==> config.mk <==
export PLATFORM = sky130hd
export DESIGN_NAME = pltc_link_ctrl
export DESIGN_NICKNAME = d
export VERILOG_FILES = /design/src/hdl/pltc_pkg.sv /design/src/hdl/pltc_delay_timer.sv /design/src/hdl/pltc_link_ctrl.sv
export VERILOG_INCLUDE_DIRS = /design/src /design/src/hdl
export SDC_FILE = /design/constraint.sdc
export NUM_CORES = 1
export LEC_CHECK = 0
export CORE_MARGIN = 4
export CORE_UTILIZATION = 25
export DETAILED_ROUTE_END_ITERATION = 16
export DONT_BUFFER_PORTS = 1
export GPL_TIMING_DRIVEN = 0
export SLEW_MARGIN = 25
export SYNTH_ARGS = -nofsm -noshare
export SYNTH_HDL_FRONTEND = slang
export SYNTH_HIERARCHICAL = 1
export SYNTH_SLANG_ARGS = --single-unit
==> constraint.sdc <==
create_clock -name pclk -period 2.1 [get_ports pclk]
set_clock_uncertainty 0.1 [all_clocks]
set_input_delay 0.105 -clock pclk [delete_from_list [all_inputs] [get_ports pclk]]
set_output_delay 0.105 -clock pclk [all_outputs]
set_load 0.05 [all_outputs]
==> src/hdl/pltc_regs.svh <==
`ifndef PLTC_REGS_SVH
`define PLTC_REGS_SVH

// ****************************************
// Register map
// ****************************************
`define PLTC_ADDR_W 12
`define PLTC_CFG_OFF 12'h530
`define PLTC_STATE_OFF 12'h540

// ****************************************
// Field positions
// ****************************************
`define PLTC_COMPAT_BIT 8
`define PLTC_XDIS_BIT 11
`define PLTC_ISC_BIT 14
`define PLTC_RETRAIN_BIT 31

// ****************************************
// Reset values
// ****************************************
`define PLTC_COMPAT_RST 1'h0
`define PLTC_XDIS_RST 1'h0
`define PLTC_ISC_RST_DOWN 1'h0
`define PLTC_ISC_RST_OTHER 1'h1
`define PLTC_ZERO_WORD 32'h0000_0000

// ****************************************
// Timing
// ****************************************
`define PLTC_CLK_MHZ 100
`define PLTC_RETRAIN_DELAY_MS 1
`define PLTC_RETRAIN_DELAY_CYC \
    (`PLTC_RETRAIN_DELAY_MS * 1000 * `PLTC_CLK_MHZ)
`define PLTC_DELAY_W 17

`endif

==> src/hdl/pltc_pkg.sv <==
package pltc_pkg;

    // Port operating mode, as set by the switch configuration
    typedef enum logic {
        PLTC_MODE_DOWNSTREAM,
        PLTC_MODE_OTHER
    } pltc_mode_e;

    // Link training state reported by the LTSSM
    typedef struct packed {
        logic in_detect;
        logic in_l0;
        logic gen2_ok;
    } pltc_ltssm_s;

    // Controls driven toward the LTSSM
    typedef struct packed {
        logic compat_mode;
        logic ts_new_bits_en;
        logic cross_train_en;
        logic speed_change_req;
        logic force_detect;
    } pltc_ctrl_s;

    // Retrain sequencer states
    typedef enum logic [1:0] {
        PLTC_RT_IDLE,
        PLTC_RT_WAIT,
        PLTC_RT_FIRE
    } pltc_rt_e;

endpackage

==> src/hdl/pltc_delay_timer.sv <==
`timescale 1ns/1ps
`include "pltc_regs.svh"

module pltc_delay_timer #(
    parameter int W = `PLTC_DELAY_W
) (
    input logic pclk, // Port core clock
    input logic presetn, // Async reset, active low
    input logic start, // Load and run, one cycle
    input logic [W-1:0] load_val, // Cycles to wait, at least one
    output logic busy_q, // Counting
    output logic done_q // One cycle when count ends
);

    logic [W-1:0] count_q;

    always_ff @(posedge pclk or negedge presetn) begin
        if (!presetn) begin
            count_q <= '0;
            busy_q <= 1'b0;
            done_q <= 1'b0;
        end else begin
            done_q <= 1'b0;
            if (start) begin
                count_q <= load_val;
                busy_q <= 1'b1;
            end else if (busy_q) begin
                if (count_q <= W'(1)) begin
                    busy_q <= 1'b0;
                    done_q <= 1'b1;
                    count_q <= '0;
                end else begin
                    count_q <= count_q - W'(1);
                end
            end
        end
    end

endmodule // pltc_delay_timer

==> src/hdl/pltc_link_ctrl.sv <==
`timescale 1ns/1ps
`include "pltc_regs.svh"

module pltc_link_ctrl
    import pltc_pkg::*;
#(
    parameter int UP_DELAY_CYC = `PLTC_RETRAIN_DELAY_CYC
) (
    input logic pclk, // Port core clock, 100 MHz
    input logic presetn, // Async reset, active low
    input logic psel, // APB select
    input logic penable, // APB access phase
    input logic pwrite, // APB direction, high for write
    input logic [`PLTC_ADDR_W-1:0] paddr, // APB byte address
    input logic [31:0] pwdata, // APB write data
    output logic [31:0] prdata, // APB read data
    output logic pready, // APB transfer done
    output logic pslverr, // APB unmapped address
    input pltc_mode_e port_mode, // Port operating mode, core clock
    input pltc_ltssm_s ltssm, // LTSSM state, core clock
    output pltc_ctrl_s ctrl, // Controls to the LTSSM
    output logic retrain_busy // Delayed retrain is pending
);

    localparam int DW = `PLTC_DELAY_W;

    // ****************************************
    // Register bus
    // ****************************************
    logic pready_q;
    logic pslverr_q;
    logic [31:0] prdata_q;
    logic compat_q;
    logic xdis_q;
    logic isc_q;
    logic mode_taken_q;
    logic setup;
    logic wr_taken;
    logic hit_cfg;
    logic hit_state;

    function automatic logic [31:0] cfg_word(input logic c,
                                             input logic x,
                                             input logic s);
        logic [31:0] w;
        w = `PLTC_ZERO_WORD;
        w[`PLTC_COMPAT_BIT] = c;
        w[`PLTC_XDIS_BIT] = x;
        w[`PLTC_ISC_BIT] = s;
        return w;
    endfunction

    assign setup = psel && !penable;
    assign hit_cfg = (paddr == `PLTC_CFG_OFF);
    assign hit_state = (paddr == `PLTC_STATE_OFF);
    // completion edge
    // Writes land on the same edge that the master sees pready, so the
    // retrain action can only begin on a later edge.
    assign wr_taken = psel && penable && pready_q && pwrite && !pslverr_q;

    // No wait state, yet read data and pready still come straight from flops
    always_ff @(posedge pclk or negedge presetn) begin
        if (!presetn) begin
            pready_q <= 1'b0;
        end else begin
            pready_q <= setup && !pready_q;
        end
    end

    always_ff @(posedge pclk or negedge presetn) begin
        if (!presetn) begin
            pslverr_q <= 1'b0;
        end else if (setup) begin
            pslverr_q <= !(hit_cfg || hit_state);
        end else begin
            pslverr_q <= 1'b0;
        end
    end

    always_ff @(posedge pclk or negedge presetn) begin
        if (!presetn) begin
            prdata_q <= `PLTC_ZERO_WORD;
        end else if (setup && !pwrite && hit_cfg) begin
            prdata_q <= cfg_word(compat_q, xdis_q, isc_q);
        end else begin
            // trigger reads zero
            // Retrain state, reserved bits and unmapped reads give zero
            prdata_q <= `PLTC_ZERO_WORD;
        end
    end

    assign prdata = prdata_q;
    assign pready = pready_q;
    assign pslverr = pslverr_q;

    // ****************************************
    // Configuration bits
    // ****************************************
    always_ff @(posedge pclk or negedge presetn) begin
        if (!presetn) begin
            compat_q <= `PLTC_COMPAT_RST;
            xdis_q <= `PLTC_XDIS_RST;
        end else if (wr_taken && hit_cfg) begin
            compat_q <= pwdata[`PLTC_COMPAT_BIT];
            xdis_q <= pwdata[`PLTC_XDIS_BIT];
        end
    end

    // The mode input is not known under reset, so the speed-change
    // control takes its mode-based value at the first edge after release.
    always_ff @(posedge pclk or negedge presetn) begin
        if (!presetn) begin
            mode_taken_q <= 1'b0;
        end else begin
            mode_taken_q <= 1'b1;
        end
    end

    always_ff @(posedge pclk or negedge presetn) begin
        if (!presetn) begin
            isc_q <= `PLTC_ISC_RST_OTHER;
        end else if (!mode_taken_q) begin
            isc_q <= (port_mode == PLTC_MODE_DOWNSTREAM) ?
                `PLTC_ISC_RST_DOWN : `PLTC_ISC_RST_OTHER;
        end else if (wr_taken && hit_cfg) begin
            isc_q <= pwdata[`PLTC_ISC_BIT];
        end
    end

    // ****************************************
    // Full retrain sequencer
    // ****************************************
    pltc_rt_e rt_q;
    logic rt_req;
    logic tmr_start;
    logic tmr_busy;
    logic tmr_done;
    logic force_q;

    assign rt_req = wr_taken && hit_state && pwdata[`PLTC_RETRAIN_BIT];
    assign tmr_start = rt_req && (rt_q == PLTC_RT_IDLE) &&
        (port_mode != PLTC_MODE_DOWNSTREAM);

    pltc_delay_timer #(
        .W(DW)
    ) u_delay (
        .pclk(pclk),
        .presetn(presetn),
        .start(tmr_start),
        .load_val(DW'(UP_DELAY_CYC)),
        .busy_q(tmr_busy),
        .done_q(tmr_done)
    );

    // A second trigger while a delayed retrain is pending is absorbed;
    // restarting the wait would let software postpone retrain forever.
    always_ff @(posedge pclk or negedge presetn) begin
        if (!presetn) begin
            rt_q <= PLTC_RT_IDLE;
        end else begin
            case (rt_q)
                PLTC_RT_IDLE: begin
                    if (tmr_start) begin
                        rt_q <= PLTC_RT_WAIT;
                    end else if (rt_req) begin
                        rt_q <= PLTC_RT_FIRE;
                    end
                end
                PLTC_RT_WAIT: begin
                    if (tmr_done) begin
                        rt_q <= PLTC_RT_FIRE;
                    end
                end
                PLTC_RT_FIRE: begin
                    rt_q <= PLTC_RT_IDLE;
                end
                default: begin
                    rt_q <= PLTC_RT_IDLE;
                end
            endcase
        end
    end

    always_ff @(posedge pclk or negedge presetn) begin
        if (!presetn) begin
            force_q <= 1'b0;
        end else begin
            force_q <= (rt_q == PLTC_RT_FIRE);
        end
    end

    // ****************************************
    // Initial speed change
    // ****************************************
    logic seen_detect_q;
    logic first_l0_done_q;
    logic speed_req_q;
    logic first_l0;

    assign first_l0 = seen_detect_q && !first_l0_done_q && ltssm.in_l0;

    // A full retrain goes back through Detect, so the first-L0 watch
    // is armed again for the new training.
    always_ff @(posedge pclk or negedge presetn) begin
        if (!presetn) begin
            seen_detect_q <= 1'b0;
        end else if (force_q) begin
            seen_detect_q <= 1'b0;
        end else if (ltssm.in_detect) begin
            seen_detect_q <= 1'b1;
        end
    end

    always_ff @(posedge pclk or negedge presetn) begin
        if (!presetn) begin
            first_l0_done_q <= 1'b0;
        end else if (force_q) begin
            first_l0_done_q <= 1'b0;
        end else if (first_l0) begin
            first_l0_done_q <= 1'b1;
        end
    end

    always_ff @(posedge pclk or negedge presetn) begin
        if (!presetn) begin
            speed_req_q <= 1'b0;
        end else begin
            speed_req_q <= first_l0 && !isc_q && ltssm.gen2_ok;
        end
    end

    // ****************************************
    // Controls to the LTSSM
    // ****************************************
    logic busy_q;
    pltc_ctrl_s ctrl_q;

    always_ff @(posedge pclk or negedge presetn) begin
        if (!presetn) begin
            busy_q <= 1'b0;
        end else begin
            busy_q <= tmr_busy;
        end
    end

    always_ff @(posedge pclk or negedge presetn) begin
        if (!presetn) begin
            ctrl_q <= '0;
        end else begin
            ctrl_q.compat_mode <= compat_q;
            ctrl_q.ts_new_bits_en <= !compat_q;
            ctrl_q.cross_train_en <= !xdis_q;
            ctrl_q.speed_change_req <= speed_req_q;
            ctrl_q.force_detect <= force_q;
        end
    end

    assign ctrl = ctrl_q;
    assign retrain_busy = busy_q;

endmodule // pltc_link_ctrl

# Word-level counts from Yosys, hierarchy flattened

Cells that the tools add are included.
Widths: inputs -> output; s select.

Add/subtract/negate cells: 1
Order comparisons: 1
Equal/unequal tests: 7
Mux-type cells: 22
Reductions and logical operators: 32

Operators with widths:

| kind                  | number |
|---|---|
| $mux 17               | 3 |
| $eq 12x11->1 const B  | 2 |
| $le 17x1->1 const B   | 1 |
| $logic_and 1x1->1     | 17 |
| $sub 17x1->17 const B | 1 |
| $mux 15               | 1 |
| $mux 1                | 14 |
| $logic_not 1->1       | 9 |
| $mux 2                | 3 |
| $reduce_bool 2->1     | 3 |
| $ne 2x1->1 const B    | 2 |
| $pmux 2 s2            | 1 |
| $ne 3x3->1 const B    | 1 |
| $eq 2x1->1 const B    | 1 |
| $eq 2x2->1 const B    | 1 |
| $logic_not 2->1       | 1 |
| $reduce_and 2->1      | 1 |
| $logic_or 1x1->1      | 1 |

Flip-flop bits (word level): 69
Bits of input ports: 53
Output and inout bits: 40
Logic and storage cells: 84

# Longest topological paths before layout

Depth in word-level cells: 10
Mapped depth: 8
Gate-level depth less buffers: 8

# Cells and area by module

The synthesis kept the hierarchy.

By module, submodules not included:

| module           | times used | cells each | area each (um2) | seq. area each (um2) |
|---|---|---|---|---|
| pltc_delay_timer | 1          | 134        | 1223.7          | 475.5 |
| pltc_link_ctrl   | 1          | 94         | 1048.5          | 526.8 |

# Least setup slack after synthesis

OpenSTA, ideal clock, no wires.

Kind: register -> register
Start: register pready_q (netlist: pready)
End: register u_delay.count_q[9]
Library setup time: 0.110 ns
Arrival time: 2.006 ns
Required time: 1.890 ns
Setup slack: -0.117 ns
Stages on the path, launching flop included: 9
Path buffers: 2
Clock period less this slack: 2.217 ns
Cells stage by stage: dfrtp_1 > nand4_1 > nor2_4 > nand3_2 > nor2_1 > clkbuf_1 > clkbuf_1 > a21oi_1 > o41ai_1

Longest elaborated chain between the ends: 8
Elaborated cells between the ends (all ways): 9
Those cells by class: mux: 1; reduce/logical: 8

RTL lines:

| what                                         | RTL line               | text |
|---|---|---|
| start: declaration                           | pltc_link_ctrl.sv:30   | `logic pready_q;` |
| start signal: assignment                     | pltc_link_ctrl.sv:66   | `pready_q <= setup && !pready_q;` |
| $logic_and 1x1->1 (*) (3 in a row)           | pltc_link_ctrl.sv:59   | `assign wr_taken = psel && penable && pready_q && pwrite && !pslverr_q;` |
| $logic_and 1x1->1 (*) (2 in a row)           | pltc_link_ctrl.sv:140  | `` assign rt_req = wr_taken && hit_state && pwdata[`PLTC_RETRAIN_BIT]; `` |
| $logic_and 1x1->1 (*) (2 in a row)           | pltc_link_ctrl.sv:141  | `assign tmr_start = rt_req && (rt_q == PLTC_RT_IDLE) &&` |
| via tmr_start                                | pltc_link_ctrl.sv:135  | `logic tmr_start;` |
| $mux 17 or $reduce_bool 2->1 (tied branches) | n/a                    |  |
| end signal: assignment                       | pltc_delay_timer.sv:25 | `count_q <= load_val;` |
| end signal: assignment                       | pltc_delay_timer.sv:33 | `count_q <= count_q - W'(1);` |
| end: declaration                             | pltc_delay_timer.sv:15 | `logic [W-1:0] count_q;` |

Mark *: on every way through the listed nets, which the timed path passes. The rest lies on a longest branch.
A chain may end at the register's enable or synchronous reset.

# Worst setup path after layout

Start: register u_delay.count_q[1]
End: register u_delay.count_q[16]

Longest elaborated chain between the ends: 4
Elaborated cells between the ends (all ways): 5
Those cells by class: add/sub: 1; order compare: 1; mux: 3

RTL lines:

| what                                         | RTL line                                       | text |
|---|---|---|
| $sub 17x1->17 or $le 17x1->1 (tied branches) | pltc_delay_timer.sv:33, pltc_delay_timer.sv:28 |  |
| $mux 17 (*)                                  | pltc_delay_timer.sv:28                         | `if (count_q <= W'(1)) begin` |
| $mux 17 (*)                                  | pltc_delay_timer.sv:27                         | `end else if (busy_q) begin` |
| $mux 17 (*)                                  | pltc_delay_timer.sv:24                         | `if (start) begin` |

Mark *: on every way between the ends. The rest lies on a longest branch, timed or not. The select of a mux whose other input is x is not followed.

==> results.tsv <==
stage	metric	value	unit
power	total chip power	1648	uW
clocking	root buffer cell	clkbuf_8	
timing	post-layout min period	2.025	ns
global_route	largest net degree at the start of global routing	41	
placed_design	dpl cell area	2577	um^2
worst_setup_path	Arrival @ worst endpoint	2.10	ns
worst_setup_path	Worst setup EP type	register	
cells_and_area	nets	352	
floorplanning	Cell Rows	34	
clocking	TritonCTS Buffers	5	
clocking	htree depth	2	
worst_setup_path	CP Data Required Time	2.18	ns
global_route	vias in the first global route	1725	
synthesis	synth warn	6	
hold_path	Hold WC Path Type	primary input to register	
power	Sw Pwr	443.8	uW
power	Clk pwr share	0.375	
clocking	CTS tree	done	
detailed_routing	DR WL/cell	12.43	um
synthesis	EDFF count, synth	0	
global_route	first-pass GRT wire length	8038	um
global_route	initial antenna violation count	0	
floorplanning	I/O pins	93	
synthesis	Mapped Avg Cell Area	9.966	um^2
global_route	Overflow after GRT	0	
timing	count of final setup violators	0	
detailed_routing	DR vias/cell	4.379	
power	Peak supply drop	230.4	uV
clocking	clock transition at the registers of the reported paths	0.08	ns
timing	final hold viol count	0	
power	Pint	1205	uW
synthesis	Synth Flop Type	dfrtp_1	
cells_and_area	post-route cell area	2910	um^2
cells_and_area	Synth-to-Final Area Change	28.08	%
worst_setup_path	Setup crit start kind	register	
run	max_cap viols	0	
timing	Worst Hold Slack	0.02068	ns
floorplanning	die area	10680	um^2
timing	Least-Margin Pin Slew	0.5696	ns
cells_and_area	leading cell type in the layout, fill and taps excluded	conb_1	
power	Sw Ratio	0.2692	
status	status	finished clean	
cells_and_area	final cell count without fillers	406	
synthesis	Synth async-reset ratio	1.000	
floorplanning	Die Wd	103.3	um
global_route	All-Layer GR Usage	0.09588	
placed_design	placed cells	381	
worst_setup_path	Crit Path Class	register to register	
power	static leakage	0.001238	uW
timing	RSZ-0062 raised after global routing	true	
detailed_routing	detailed-route wire length	5045	um
synthesis	synth top area cells	dfrtp_1 (43%), buf_4 (9.6%), nand2_1 (3.0%)	
timing	pins over their slew limit	0	
power	Comb power frac	0.137	
synthesis	share of the synthesized area in the top cell type	0.4295	
detailed_routing	Initial DRT Pass Iterations	4	
timing	Final WS setup	0.07459	ns
worst_setup_path	critical-path maximum fanout	4	
clocking	worst-case clock buffer depth	2	
clocking	clock sink total	40	
detailed_routing	drt drc	0	
detailed_routing	DR vias	1778	
placed_design	post-detail-place hpwl	3508	um
floorplanning	die height	103.3	um
cells_and_area	fraction of layout instances using a drive strength above 1	0.2584	
power	PD cells	566.4	nW/um^2
synthesis	Gate Count Post-Synth	228	
detailed_routing	Routed Antenna Nets	0	
placed_design	Routability Congestion	0.8437	
timing	Slew Limit Headroom	0.6203	
timing	fmax	493.7	MHz
cells_and_area	# diodes	0	
cells_and_area	commonest cells after routing, fill and taps aside	conb_1 (47), dfrtp_1 (38), buf_4 (36)	
synthesis	Yosys top cell by area	dfrtp_1	
floorplanning	Starting Density	0.2593	
detailed_routing	Initial DRC Count	66	
synthesis	flops & latches, synth	40	
placed_design	pre-CTS setup slack	-0.5037	ns
synthesis	Seq/Total Area, Yosys	0.4411	
synthesis	Synth Cell Area	2272	um^2
clocking	Skew-Pair Late Insertion Delay	0.29	ns
power	register share of total power	0.489	
timing	Final period util	0.9645	
floorplanning	core area	8763	um^2
synthesis	post-synthesis cell type count	63	
placed_design	Port Buffer Count	0	
## stage by stage
step | util | TNS (ns)
floorplan | - | 0
global placement | 0.2941 | -5.802
detailed placement | 0.2941 | -5.941
finish | 0.3321 | 0
CTS | 0.3284 | -0.0001890
global route | 0.3321 | -0.006712
## state kept, by name, summed over array words and instances (netlist names)
| name | cells |
|---|---|
| prdata | 3 |
| pslverr | 1 |
| mode_taken_q | 1 |
| xdis_q | 1 |
| u_delay/count_q | 17 |
| ctrl | 5 |
| compat_q | 1 |
| u_delay/busy_q | 1 |
| pready | 1 |
| first_l0_done_q | 1 |
| force_q | 1 |
| retrain_busy | 1 |
| seen_detect_q | 1 |
| speed_req_q | 1 |
| u_delay/done_q | 1 |
| rt_q | 2 |
| isc_q | 1 |
## power by group through the flow
stage	clock network [uW]	logic (uW)	registers [uW]
floorplan	0	180	817
global placement	0	183	820
detailed placement	0	183	820
CTS	642	222	805
global route	691	243	807
finish	618	225	805
## synthesized netlist by cell type, drive strengths merged, types with 2 or more instances
cell,count
a31oi,2
clkbuf,6
o211ai,5
nand3,8
a2bb2oi,4
conb,2
o31ai,2
nor3,8
o311ai,2
or3,3
o41ai,2
inv,7
buf,30
mux2,4
o21ai,11
o21bai,2
mux2i,2
ha,2
nand3b,2
a21oi,12
nand2,21
and2,4
nand4,3
nor4,4
nand2b,2
dfrtp,39
nor2,17
## area by class of cell
type	instances	area, um^2
plain buffers	36	272.8
clock buffers	6	72.57
clock inverters	2	35.03
fillers	875	5853
inverters	8	30.03
multi-input cells	189	1194
flip-flops and latches	40	1003
well taps	108	135.1
repair buffers	17	167.7
## final timing paths
check	from	end	slack, ns	depth (start not counted)
max in group asynchronous	presetn	isc_q	1.45	2
worst max-delay path	u_delay/count_q[1]	u_delay/count_q[16]	0.07	7
worst max register to register	u_delay/count_q[1]	u_delay/count_q[16]	0.07	7
worst min-delay path	paddr[5]	pslverr	0.02	3
min in group asynchronous	presetn	pready	0.18	2
worst min register to register	speed_req_q	ctrl[1]	0.25	0
## routing by layer
layer,GRT usage,share of wire,vias up
li1,-,-,873
met1,0.1109,0.42,827
met3,0.02549,0.071,4
met2,0.1717,0.50,74
met4,0.03088,0.011,0
met5,0,0,-
## logic make-up (layout without fill, tap and decap cells)
kind of cell / after synthesis / after routing / share of synthesized area
AO/OA/AOI/OAI: 51 / 51 / 0.1580
flip-flops: 40 / 40 / 0.4411
adder cells (fa/ha/maj): 2 / 2 / 0.01101
buffers and inverters: 44 / 69 / 0.1239
AND/OR/NAND/NOR: 82 / 82 / 0.2269
XOR/XNOR: 1 / 1 / 0.003855
multiplexers: 6 / 6 / 0.03194
other: 2 / 47 / 0.003305
## worst max-delay path, stage by stage (launching register included)
cell	delay, ns
dfrtp_1	0.42
inv_2	0.10
ha_4	0.14
nor4b_4	0.28
nand2_2	0.13
nor4_4	0.16
mux2_1	0.34
mux2_2	0.26
## timing repair
| action | in CTS | in global routing |
|---|---|---|
| gates resized for setup | 12 | 8 |
| gates cloned | 0 | 0 |
| setup buffers | 3 | 2 |
| endpoints found under the hold margin | 53 | 0 |
| pin swaps | 2 | 4 |
| hold buffers | 12 | 0 |
| setup endpoints to repair | 16 | 12 |
Power figures use the tool's default switching activity.
